===== src/autovector_pkg.sv =====
// Constants for the interrupt autovector block
// Summary of operation
// Autovector two shared lines: USB events 27 slots, FIFO/interface 14 slots.
// USB event interrupt fetches its jump instruction from code address 0x0043.
// Substitute the USB vector byte only while the USB autovector enable is 1.
// Firmware preloads handler page at 0x0044; block supplies vector byte at 0x0045.
// Vectors 00..18 for setup, frame, token, suspend, reset, high speed, handshake; 1C reserved.
// Vectors 20..2C for control IN/OUT and endpoint 1 IN/OUT events.
// Vectors 30..3C for endpoints 2, 4, 6, 8 buffer events.
// Vector 40 when any IN endpoint NAKs a bulk IN; 44 reserved.
// Vectors 48..5C for ping NAK on OUT endpoints 0, 1, 2, 4, 6, 8.
// Vector 60 when bus errors exceed limit; 64..6C have no source.
// Vectors 70..7C for isochronous PID sequence errors on endpoints 2..8.
// Smallest priority pending source wins; others wait until it clears.
// FIFO line fetches at 0x0053; vector byte at 0x0055, page at 0x0054.
// FIFO vectors: flags 80..8C, empty 90..9C, full A0..AC, done B0, waveform B4.
package autovector_pkg;
	// ****************************************************************
	// Widths and slot counts
	// ****************************************************************
	localparam int unsigned USB_SLOTS = 32;
	localparam int unsigned FIFO_SLOTS = 14;
	localparam int unsigned SLOT_STEP = 4;
	localparam logic [7:0] USB_VEC_BASE = 8'h00;
	localparam logic [7:0] FIFO_VEC_BASE = 8'h80;
	// ****************************************************************
	// Code addresses of the jump table entries
	// ****************************************************************
	localparam logic [15:0] USB_JUMP_ADDR = 16'h0043;
	localparam logic [15:0] USB_PAGE_ADDR = 16'h0044;
	localparam logic [15:0] USB_VEC_ADDR = 16'h0045;
	localparam logic [15:0] FIFO_JUMP_ADDR = 16'h0053;
	localparam logic [15:0] FIFO_PAGE_ADDR = 16'h0054;
	localparam logic [15:0] FIFO_VEC_ADDR = 16'h0055;
	// Slots of the USB table that have no source
	localparam logic [31:0] USB_RESERVED_MASK = 32'h0e02_0080;
endpackage : autovector_pkg


===== src/usb_interrupt_autovector.sv =====
// Second-level interrupt vectoring for the USB event and FIFO/interface lines
module usb_interrupt_autovector
	import autovector_pkg::*;
(
	input wire logic clk,
	input wire logic arst_n,
	input wire logic usb_autovector_enable,
	input wire logic fifo_autovector_enable,
	input wire logic [USB_SLOTS-1:0] usb_pending,
	input wire logic [FIFO_SLOTS-1:0] fifo_pending,
	input wire logic [15:0] code_addr,
	input wire logic [7:0] code_rdata,
	output logic [7:0] code_fetch_data,
	output logic usb_event_irq,
	output logic fifo_iface_irq,
	output logic [7:0] usb_vector_byte,
	output logic [7:0] fifo_vector_byte
);
	// ****************************************************************
	// State
	// ****************************************************************
	typedef struct packed {
		logic [7:0] usb_vec;
		logic [7:0] fifo_vec;
		logic usb_irq;
		logic fifo_irq;
	} state_t;

	state_t state;
	state_t next_state;
	logic [USB_SLOTS-1:0] usb_live;
	logic [7:0] usb_pick;
	logic [7:0] fifo_pick;
	logic usb_any;
	logic fifo_any;

	// Reserved slots never raise the line
	assign usb_live = usb_pending & ~USB_RESERVED_MASK;

	// Priority encoders, lowest slot number wins
	always_comb begin
		usb_pick = USB_VEC_BASE;
		usb_any = 1'b0;
		for (int i = USB_SLOTS - 1; i >= 0; i--) begin
			if (usb_live[i]) begin
				usb_pick = USB_VEC_BASE + 8'(i * SLOT_STEP);
				usb_any = 1'b1;
			end
		end
		fifo_pick = FIFO_VEC_BASE;
		fifo_any = 1'b0;
		for (int j = FIFO_SLOTS - 1; j >= 0; j--) begin
			if (fifo_pending[j]) begin
				fifo_pick = FIFO_VEC_BASE + 8'(j * SLOT_STEP);
				fifo_any = 1'b1;
			end
		end
	end

	// Next state: vector bytes track the winning pending source
	always_comb begin
		next_state = state;
		next_state.usb_irq = usb_any;
		next_state.fifo_irq = fifo_any;
		if (usb_any) begin
			next_state.usb_vec = usb_pick;
		end
		if (fifo_any) begin
			next_state.fifo_vec = fifo_pick;
		end
	end

	// State register
	always_ff @(posedge clk or negedge arst_n) begin
		if (!arst_n) begin
			state <= '{usb_vec: USB_VEC_BASE, fifo_vec: FIFO_VEC_BASE, usb_irq: 1'b0, fifo_irq: 1'b0};
		end else begin
			state <= next_state;
		end
	end

	// Outputs come straight from the state register
	assign usb_event_irq = state.usb_irq;
	assign fifo_iface_irq = state.fifo_irq;
	assign usb_vector_byte = state.usb_vec;
	assign fifo_vector_byte = state.fifo_vec;

	// Code fetch path: vector byte replaces the stored low address byte
	always_comb begin
		code_fetch_data = code_rdata;
		if (code_addr == USB_VEC_ADDR && usb_autovector_enable) begin
			code_fetch_data = state.usb_vec;
		end else if (code_addr == FIFO_VEC_ADDR && fifo_autovector_enable) begin
			code_fetch_data = state.fifo_vec;
		end
	end

	// ****************************************************************
	// Checks
	// ****************************************************************
	property p_usb_subst;
		@(posedge clk) disable iff (!arst_n)
		(code_addr == USB_VEC_ADDR && usb_autovector_enable) |-> code_fetch_data == usb_vector_byte;
	endproperty
	a_usb_subst: assert property (p_usb_subst) else $error("usb vector not substituted");

	property p_usb_pass;
		@(posedge clk) disable iff (!arst_n)
		(code_addr == USB_VEC_ADDR && !usb_autovector_enable) |-> code_fetch_data == code_rdata;
	endproperty
	a_usb_pass: assert property (p_usb_pass) else $error("stored byte altered");

	property p_page_pass;
		@(posedge clk) disable iff (!arst_n)
		(code_addr == USB_PAGE_ADDR || code_addr == USB_JUMP_ADDR) |-> code_fetch_data == code_rdata;
	endproperty
	a_page_pass: assert property (p_page_pass) else $error("page byte altered");

	property p_fifo_subst;
		@(posedge clk) disable iff (!arst_n)
		(code_addr == FIFO_VEC_ADDR && fifo_autovector_enable) |-> code_fetch_data == fifo_vector_byte;
	endproperty
	a_fifo_subst: assert property (p_fifo_subst) else $error("fifo vector not substituted");

	property p_fifo_page;
		@(posedge clk) disable iff (!arst_n)
		(code_addr == FIFO_PAGE_ADDR || code_addr == FIFO_JUMP_ADDR) |-> code_fetch_data == code_rdata;
	endproperty
	a_fifo_page: assert property (p_fifo_page) else $error("fifo page byte altered");

	property p_top_prio;
		@(posedge clk) disable iff (!arst_n)
		usb_pending[0] |=> usb_vector_byte == 8'h00;
	endproperty
	a_top_prio: assert property (p_top_prio) else $error("setup data not highest");

	property p_sof_vec;
		@(posedge clk) disable iff (!arst_n)
		(usb_pending[1:0] == 2'b10) |=> usb_vector_byte == 8'h04;
	endproperty
	a_sof_vec: assert property (p_sof_vec) else $error("frame vector wrong");

	property p_reserved;
		@(posedge clk) disable iff (!arst_n)
		((usb_pending & 32'hf1fd_ff7f) == 32'h0) |=> !usb_event_irq;
	endproperty
	a_reserved: assert property (p_reserved) else $error("reserved slot raised line");

	property p_iso_vec;
		@(posedge clk) disable iff (!arst_n)
		(usb_pending == 32'h8000_0000) |=> usb_event_irq && usb_vector_byte == 8'h7c;
	endproperty
	a_iso_vec: assert property (p_iso_vec) else $error("iso error vector wrong");

	property p_fifo_last;
		@(posedge clk) disable iff (!arst_n)
		(fifo_pending == 14'h2000) |=> fifo_iface_irq && fifo_vector_byte == 8'hb4;
	endproperty
	a_fifo_last: assert property (p_fifo_last) else $error("waveform vector wrong");

	// Control IN slot wins when nothing above it is pending
	property p_ctrl_in_vec;
		@(posedge clk) disable iff (!arst_n)
		(usb_pending[8:0] == 9'h100) |=> usb_vector_byte == 8'h20;
	endproperty
	a_ctrl_in_vec: assert property (p_ctrl_in_vec) else $error("ctrl in vector wrong");

	// First buffered endpoint slot
	property p_ep2_vec;
		@(posedge clk) disable iff (!arst_n)
		(usb_pending[12:0] == 13'h1000) |=> usb_vector_byte == 8'h30;
	endproperty
	a_ep2_vec: assert property (p_ep2_vec) else $error("ep2 vector wrong");

	// Bulk IN NAK slot
	property p_bulk_nak_vec;
		@(posedge clk) disable iff (!arst_n)
		(usb_pending[16:0] == 17'h1_0000) |=> usb_vector_byte == 8'h40;
	endproperty
	a_bulk_nak_vec: assert property (p_bulk_nak_vec) else $error("bulk nak vector wrong");

	// Control OUT ping NAK slot
	property p_ping_vec;
		@(posedge clk) disable iff (!arst_n)
		(usb_pending[18:0] == 19'h4_0000) |=> usb_vector_byte == 8'h48;
	endproperty
	a_ping_vec: assert property (p_ping_vec) else $error("ping vector wrong");

	// Bus error limit slot
	property p_err_vec;
		@(posedge clk) disable iff (!arst_n)
		(usb_pending[24:0] == 25'h100_0000) |=> usb_vector_byte == 8'h60;
	endproperty
	a_err_vec: assert property (p_err_vec) else $error("error limit vector wrong");

	// Any live USB source raises the line one cycle later
	property p_usb_irq;
		@(posedge clk) disable iff (!arst_n)
		(|(usb_pending & 32'hf1fd_ff7f)) |=> usb_event_irq;
	endproperty
	a_usb_irq: assert property (p_usb_irq) else $error("usb line not raised");

	// With no live source the last winner is kept
	property p_usb_hold;
		@(posedge clk) disable iff (!arst_n)
		((usb_pending & 32'hf1fd_ff7f) == 32'h0) |=> $stable(usb_vector_byte);
	endproperty
	a_usb_hold: assert property (p_usb_hold) else $error("usb vector moved while idle");

	// FIFO line drops when nothing is pending
	property p_fifo_quiet;
		@(posedge clk) disable iff (!arst_n)
		(fifo_pending == 14'h0000) |=> !fifo_iface_irq;
	endproperty
	a_fifo_quiet: assert property (p_fifo_quiet) else $error("fifo line raised idle");

	// First FIFO slot always wins
	property p_fifo_first;
		@(posedge clk) disable iff (!arst_n)
		fifo_pending[0] |=> fifo_iface_irq && fifo_vector_byte == 8'h80;
	endproperty
	a_fifo_first: assert property (p_fifo_first) else $error("fifo first vector wrong");

	// Second FIFO slot wins over all below it
	property p_fifo_prio;
		@(posedge clk) disable iff (!arst_n)
		(fifo_pending[1:0] == 2'b10) |=> fifo_vector_byte == 8'h84;
	endproperty
	a_fifo_prio: assert property (p_fifo_prio) else $error("fifo priority wrong");
endmodule : usb_interrupt_autovector


===== config.mk =====
export PLATFORM = sky130hd
export DESIGN_NAME = usb_interrupt_autovector
export DESIGN_NICKNAME = d
export VERILOG_FILES = /design/src/autovector_pkg.sv /design/src/usb_interrupt_autovector.sv
export SDC_FILE = /design/constraint.sdc
export NUM_CORES = 1
export LEC_CHECK = 0
export CORE_ASPECT_RATIO = 1.2
export CORE_UTILIZATION = 55
export CTS_BUF_LIST = sky130_fd_sc_hd__clkbuf_4 sky130_fd_sc_hd__clkbuf_8
export DETAILED_ROUTE_END_ITERATION = 7
export DONT_BUFFER_PORTS = 1
export MAX_ROUTING_LAYER = met4
export PLACE_DENSITY = 0.7
export SLEW_MARGIN = 15
export SYNTH_ARGS = -nofsm -noshare
export SYNTH_HDL_FRONTEND = slang
export SYNTH_SLANG_ARGS = --single-unit

===== constraint.sdc =====
create_clock -name clk -period 1.8 [get_ports clk]
set_input_delay 0.27 -clock clk [delete_from_list [all_inputs] [get_ports clk]]
set_output_delay 0.27 -clock clk [all_outputs]
set_load 0.05 [all_outputs]

After elaboration in Yosys (flattened, before gate mapping)
Index checks and enable logic that the tools add are counted.
{"block": "classes", "eq_ne": 2, "n_mux": 84, "reduce_logical": 2}
{"cell": "$mux 8", "count": 40}
{"cell": "$mux 1", "count": 41}
{"cell": "$eq 16x7->1 const B", "count": 2}
{"cell": "$mux 7", "count": 2}
{"cell": "$mux 6", "count": 1}
{"cell": "$logic_and 1x1->1", "count": 2}
{"block": "word_totals", "reg_bits": 18, "inputBits": 74, "output_inout_bits": 26, "elab_cells": 92}

Logic depth before layout (Yosys ltp)
{"block": "depth", "depth_word": 27, "depth_mapped": 6, "mapped_depth_nobuf": 5}

Least setup slack after synthesis
No wires, ideal clock.
{"block": "synth_timing", "path_type": "in2out", "from": "in code_addr[9]", "to": "out code_fetch_data[6]", "t_arrival_ns": 2.125, "required_ns": 1.530, "setup_slack_ns": -0.595, "stages": 5, "n_path_buf": 1, "path_cell_list": "nor4_1 and4_1 nand3b_1 buf_2 o21ai_0"}
{"block": "synth_between", "elab_chain_cells": 4, "word_cells_on_any_way": 6, "cone_classes": "eq/ne: 2; mux: 2; reduce/logical: 2"}
{"item": "start: declaration", "line": "usb_interrupt_autovector.sv:11", "source": "input wire logic [15:0] code_addr,"}
{"item": "$eq 16x7->1", "line": "usb_interrupt_autovector.sv:93", "source": "end else if (code_addr == FIFO_VEC_ADDR && fifo_autovector_enable) begin"}
{"item": "$logic_and 1x1->1", "line": "usb_interrupt_autovector.sv:93"}
{"item": "$mux 8", "line": "usb_interrupt_autovector.sv:93"}
{"item": "$mux 8 *", "line": "usb_interrupt_autovector.sv:91", "source": "if (code_addr == USB_VEC_ADDR && usb_autovector_enable) begin"}
{"item": "end: declaration", "line": "usb_interrupt_autovector.sv:13", "source": "output logic [7:0] code_fetch_data,"}
Every way passes the cells marked *; elsewhere a longest branch is shown, timed or not.

Worst setup path after layout
{"block": "layout_timing", "from": "in code_addr[14]", "to": "out code_fetch_data[3]"}
Same word-level chain as after synthesis.

==> flow_metrics.env <==
export IMPL_worst_setup_path_type="input port to primary output"
export IMPL_crit_arrival_ns=1.57
export IMPL_std_cell_rows=16
export IMPL_io_buffers=0
export IMPL_post_dp_hpwl_um=2401
export IMPL_ant_nets=0
export IMPL_layout_nets=232
export IMPL_grt_antenna_before_repair=0
export IMPL_clock_tree_buffer_depth=2
export IMPL_kind_of_start_point_of_the_critical_path="input port"
export IMPL_first_pass_iteration_count_of_the_detailed_router=4
export IMPL_fin_skew_ns=0
export IMPL_cts_sink_count=11
export IMPL_grt_util_met1_pct=28.57
export IMPL_drt_vias_per_instance=6.440
export IMPL_async_flop_share_pct=100.0
export IMPL_die_height_um=49.63
export IMPL_slew_limit_headroom_pct=47.52
export IMPL_area_delta_synth_final_pct=31.65
export IMPL_power_density_nw_per_um2=482.5
export IMPL_worst_slack_setup_final_ns=-0.03507
export IMPL_groute_layer_met3_usage_pct=3.297
export IMPL_cts_tree="yes"
export IMPL_worst_slew_pin_slew_ns=0.7800
export IMPL_timing_final_crit_share_pct=101.9
export IMPL_ioPinCount=100
export IMPL_utilization_after_layout_pct=80.44
export IMPL_synth_seq_cells=11
export IMPL_synthesis_instances=139
export IMPL_place_worst_setup_slack_ns=-0.1550
export IMPL_worst_reg2reg_path_startpoint="usb_vector_byte[5]"
export IMPL_worst_ir_drop_vdd_uv=357.4
export IMPL_clk_pin_slew_worst_paths_ns=0.06
export IMPL_grt_start_max_net_pins=14
export IMPL_clk_root_buffer_cell="sky130_fd_sc_hd__clkbuf_4"
export IMPL_total_core_area_um2=1702
export IMPL_chipWidth_um=41.69
export IMPL_synth_cell_count_leaders="sky130_fd_sc_hd__nor2_1 (24), sky130_fd_sc_hd__dfrtp_1 (11), sky130_fd_sc_hd__a21oi_1 (9), sky130_fd_sc_hd__inv_1 (9), sky130_fd_sc_hd__nor3_1 (8)"
export IMPL_postRouteWirelength_um=3095
export IMPL_worst_hold_path_num_cells=1
export IMPL_wl_per_cell_um=17.69
export IMPL_crit_start="code_addr[14]"
export IMPL_violations="setup timing"
export IMPL_share_of_yosys_cell_area_claimed_by_the_top_area_cell_type_pct=26.47
export IMPL_outcome="finished, violations left"
export IMPL_detail_route_drc_violations=0
export IMPL_antenna_cells_inserted=0
export IMPL_overflow=0
export IMPL_period_needed_ns=1.835
export IMPL_power_static_leakage_uw=0.0005326
export IMPL_global_route_wire_length_before_repair_um=4505
export IMPL_via_count_of_the_first_global_routing_pass=1145
export IMPL_global_route_peak_usage_layer="met2"
export IMPL_layout_drive_gt1_share_pct=26.75
export IMPL_worstPathMaxFanout=5
export IMPL_postSynth_topFlopCell="sky130_fd_sc_hd__dfrtp_1"
export IMPL_fp_dieArea_um2=2069
export IMPL_drv_cap=0
export IMPL_numCtsBuffers=3
export IMPL_grt_total_usage_pct=28.74
export IMPL_cts_setup_buffers=0
export IMPL_cts_htree_levels=1
export IMPL_synth_cell_area_um2=1040
export IMPL_synth_warnings=0
export IMPL_synth_edff_count=0
export IMPL_holdCritPathClass="input port to flip-flop"
export IMPL_setup_repair_after_global_routing_missed_its_margin="true"
export IMPL_clock_fmax_mhz=544.9
export IMPL_dr_first_iter_drc_count=18
export IMPL_slew_violations=0
export IMPL_synthDominantAreaCellType="sky130_fd_sc_hd__dfrtp_1"
export IMPL_synth_most_common_cell="sky130_fd_sc_hd__nor2_1"
export IMPL_netlist_top_cells_area="sky130_fd_sc_hd__dfrtp_1 (26%), sky130_fd_sc_hd__nor2_1 (8.7%), sky130_fd_sc_hd__buf_4 (5.1%)"
export IMPL_grt_met2_usage_pct=55.99
export IMPL_synth_distinct_cells=45
export IMPL_cp_required_ns=1.53
export IMPL_worst_r2r_cell_count=2
export IMPL_syn_area_per_cell_um2=7.480
export IMPL_report_final_setup_viol=4
export IMPL_routabilityCongestion=0.7932
export IMPL_vias=1127
export IMPL_synth_sequential_area_ratio_pct=26.47
export IMPL_min_delay_start="fifo_pending[1]"
export IMPL_cp_end_kind="primary output"
export IMPL_timing_hold_violations_final=0
export IMPL_worst_skew_pair_latency_ns=0.25
export IMPL_initial_core_util_pct=61.10
## final timing paths
path | to | slack [ns]
max in group asynchronous | fifo_vector_byte[3] | 1.08
hold reg to reg | usb_vector_byte[6] | 0.57
hold / removal | fifo_vector_byte[3] | 0.13
setup reg to reg | usb_vector_byte[5] | 0.54
min in group asynchronous | usb_vector_byte[4] | 0.40
setup / recovery | code_fetch_data[3] | -0.04
## stage by stage
step | instances | setup TNS, ns | hold slack [ns] | power [µW] | instance area, µm²
finish | 175 | -0.1095 | 0.1315 | 660.4 | 1369
global route | 175 | -0.4148 | 0.1291 | 687.6 | 1369
CTS | 175 | -0.1288 | 0.1297 | 659.5 | 1323
detailed placement | 170 | -0.5918 | -0.02546 | 477.5 | 1251
global placement | 170 | -0.4091 | -0.02542 | 473.8 | 1251
floorplan | 144 | -0.01053 | -0.02559 | 435.5 | 1107
## cells in the final DEF, fill, tap and decap left out, types with 4 or more instances in the layout
cell type,instances
sky130_fd_sc_hd__mux2i_4,4
sky130_fd_sc_hd__nand2_1,6
sky130_fd_sc_hd__clkbuf_4,4
sky130_fd_sc_hd__nor2_2,4
sky130_fd_sc_hd__inv_1,9
sky130_fd_sc_hd__o21ai_0,4
sky130_fd_sc_hd__dfrtp_1,11
sky130_fd_sc_hd__conb_1,7
sky130_fd_sc_hd__buf_12,5
sky130_fd_sc_hd__nor4_1,5
sky130_fd_sc_hd__nor2_1,20
sky130_fd_sc_hd__a21oi_4,4
sky130_fd_sc_hd__a21oi_1,5
sky130_fd_sc_hd__buf_4,11
sky130_fd_sc_hd__nor3_1,8
## worst max-delay path: stages
cell                       delay [ns]
sky130_fd_sc_hd__nor4bb_1        0.23
sky130_fd_sc_hd__and4_1          0.25
sky130_fd_sc_hd__and3_4          0.29
sky130_fd_sc_hd__mux2i_4         0.28
sky130_fd_sc_hd__a21oi_4         0.08
sky130_fd_sc_hd__buf_12          0.15
## final cells by class
class	instances	area [µm²]
clock buffers	4	30.03
fillers	124	332.8
inverters	9	33.78
multi-input cells	115	803.3
flip-flops and latches	11	275.3
well taps	18	22.52
repair buffers	18	203.9
## what timing repair did
item,CTS,global route
endpoints found under the hold margin,11,0
pin swaps,0,7
endpoints found under the setup margin,6,8
hold buffers,1,0
resized for setup,11,7
## routing by layer
metal / wire, µm / vias up / share of wire [%]
li1: - / 545 / -
met1: 1036 / 513 / 33
met2: 1823 / 63 / 59
met3: 188 / 6 / 6.1
met4: 46 / 0 / 1.5
met5: 0 / - / 0
## cell families after synthesis
kind of cell / share of synthesized area (%)
compound gates: 24.67
buf+inv: 9.867
flops: 26.47
mux: 3.851
other cells: 0.7223
simple gates: 34.42
## sequential cells by signal, summed over array words and instances (netlist names)
signal	count
fifo_iface_irq	1
usb_event_irq	1
fifo_vector_byte	4
usb_vector_byte	5
## where the power goes
group	switching, µW	total, µW	internal (µW)
clock network	71.2	172	100
registers	7.73	262	255
logic	145	226	81.5
No activity file was read; power rests on OpenSTA's default activity.
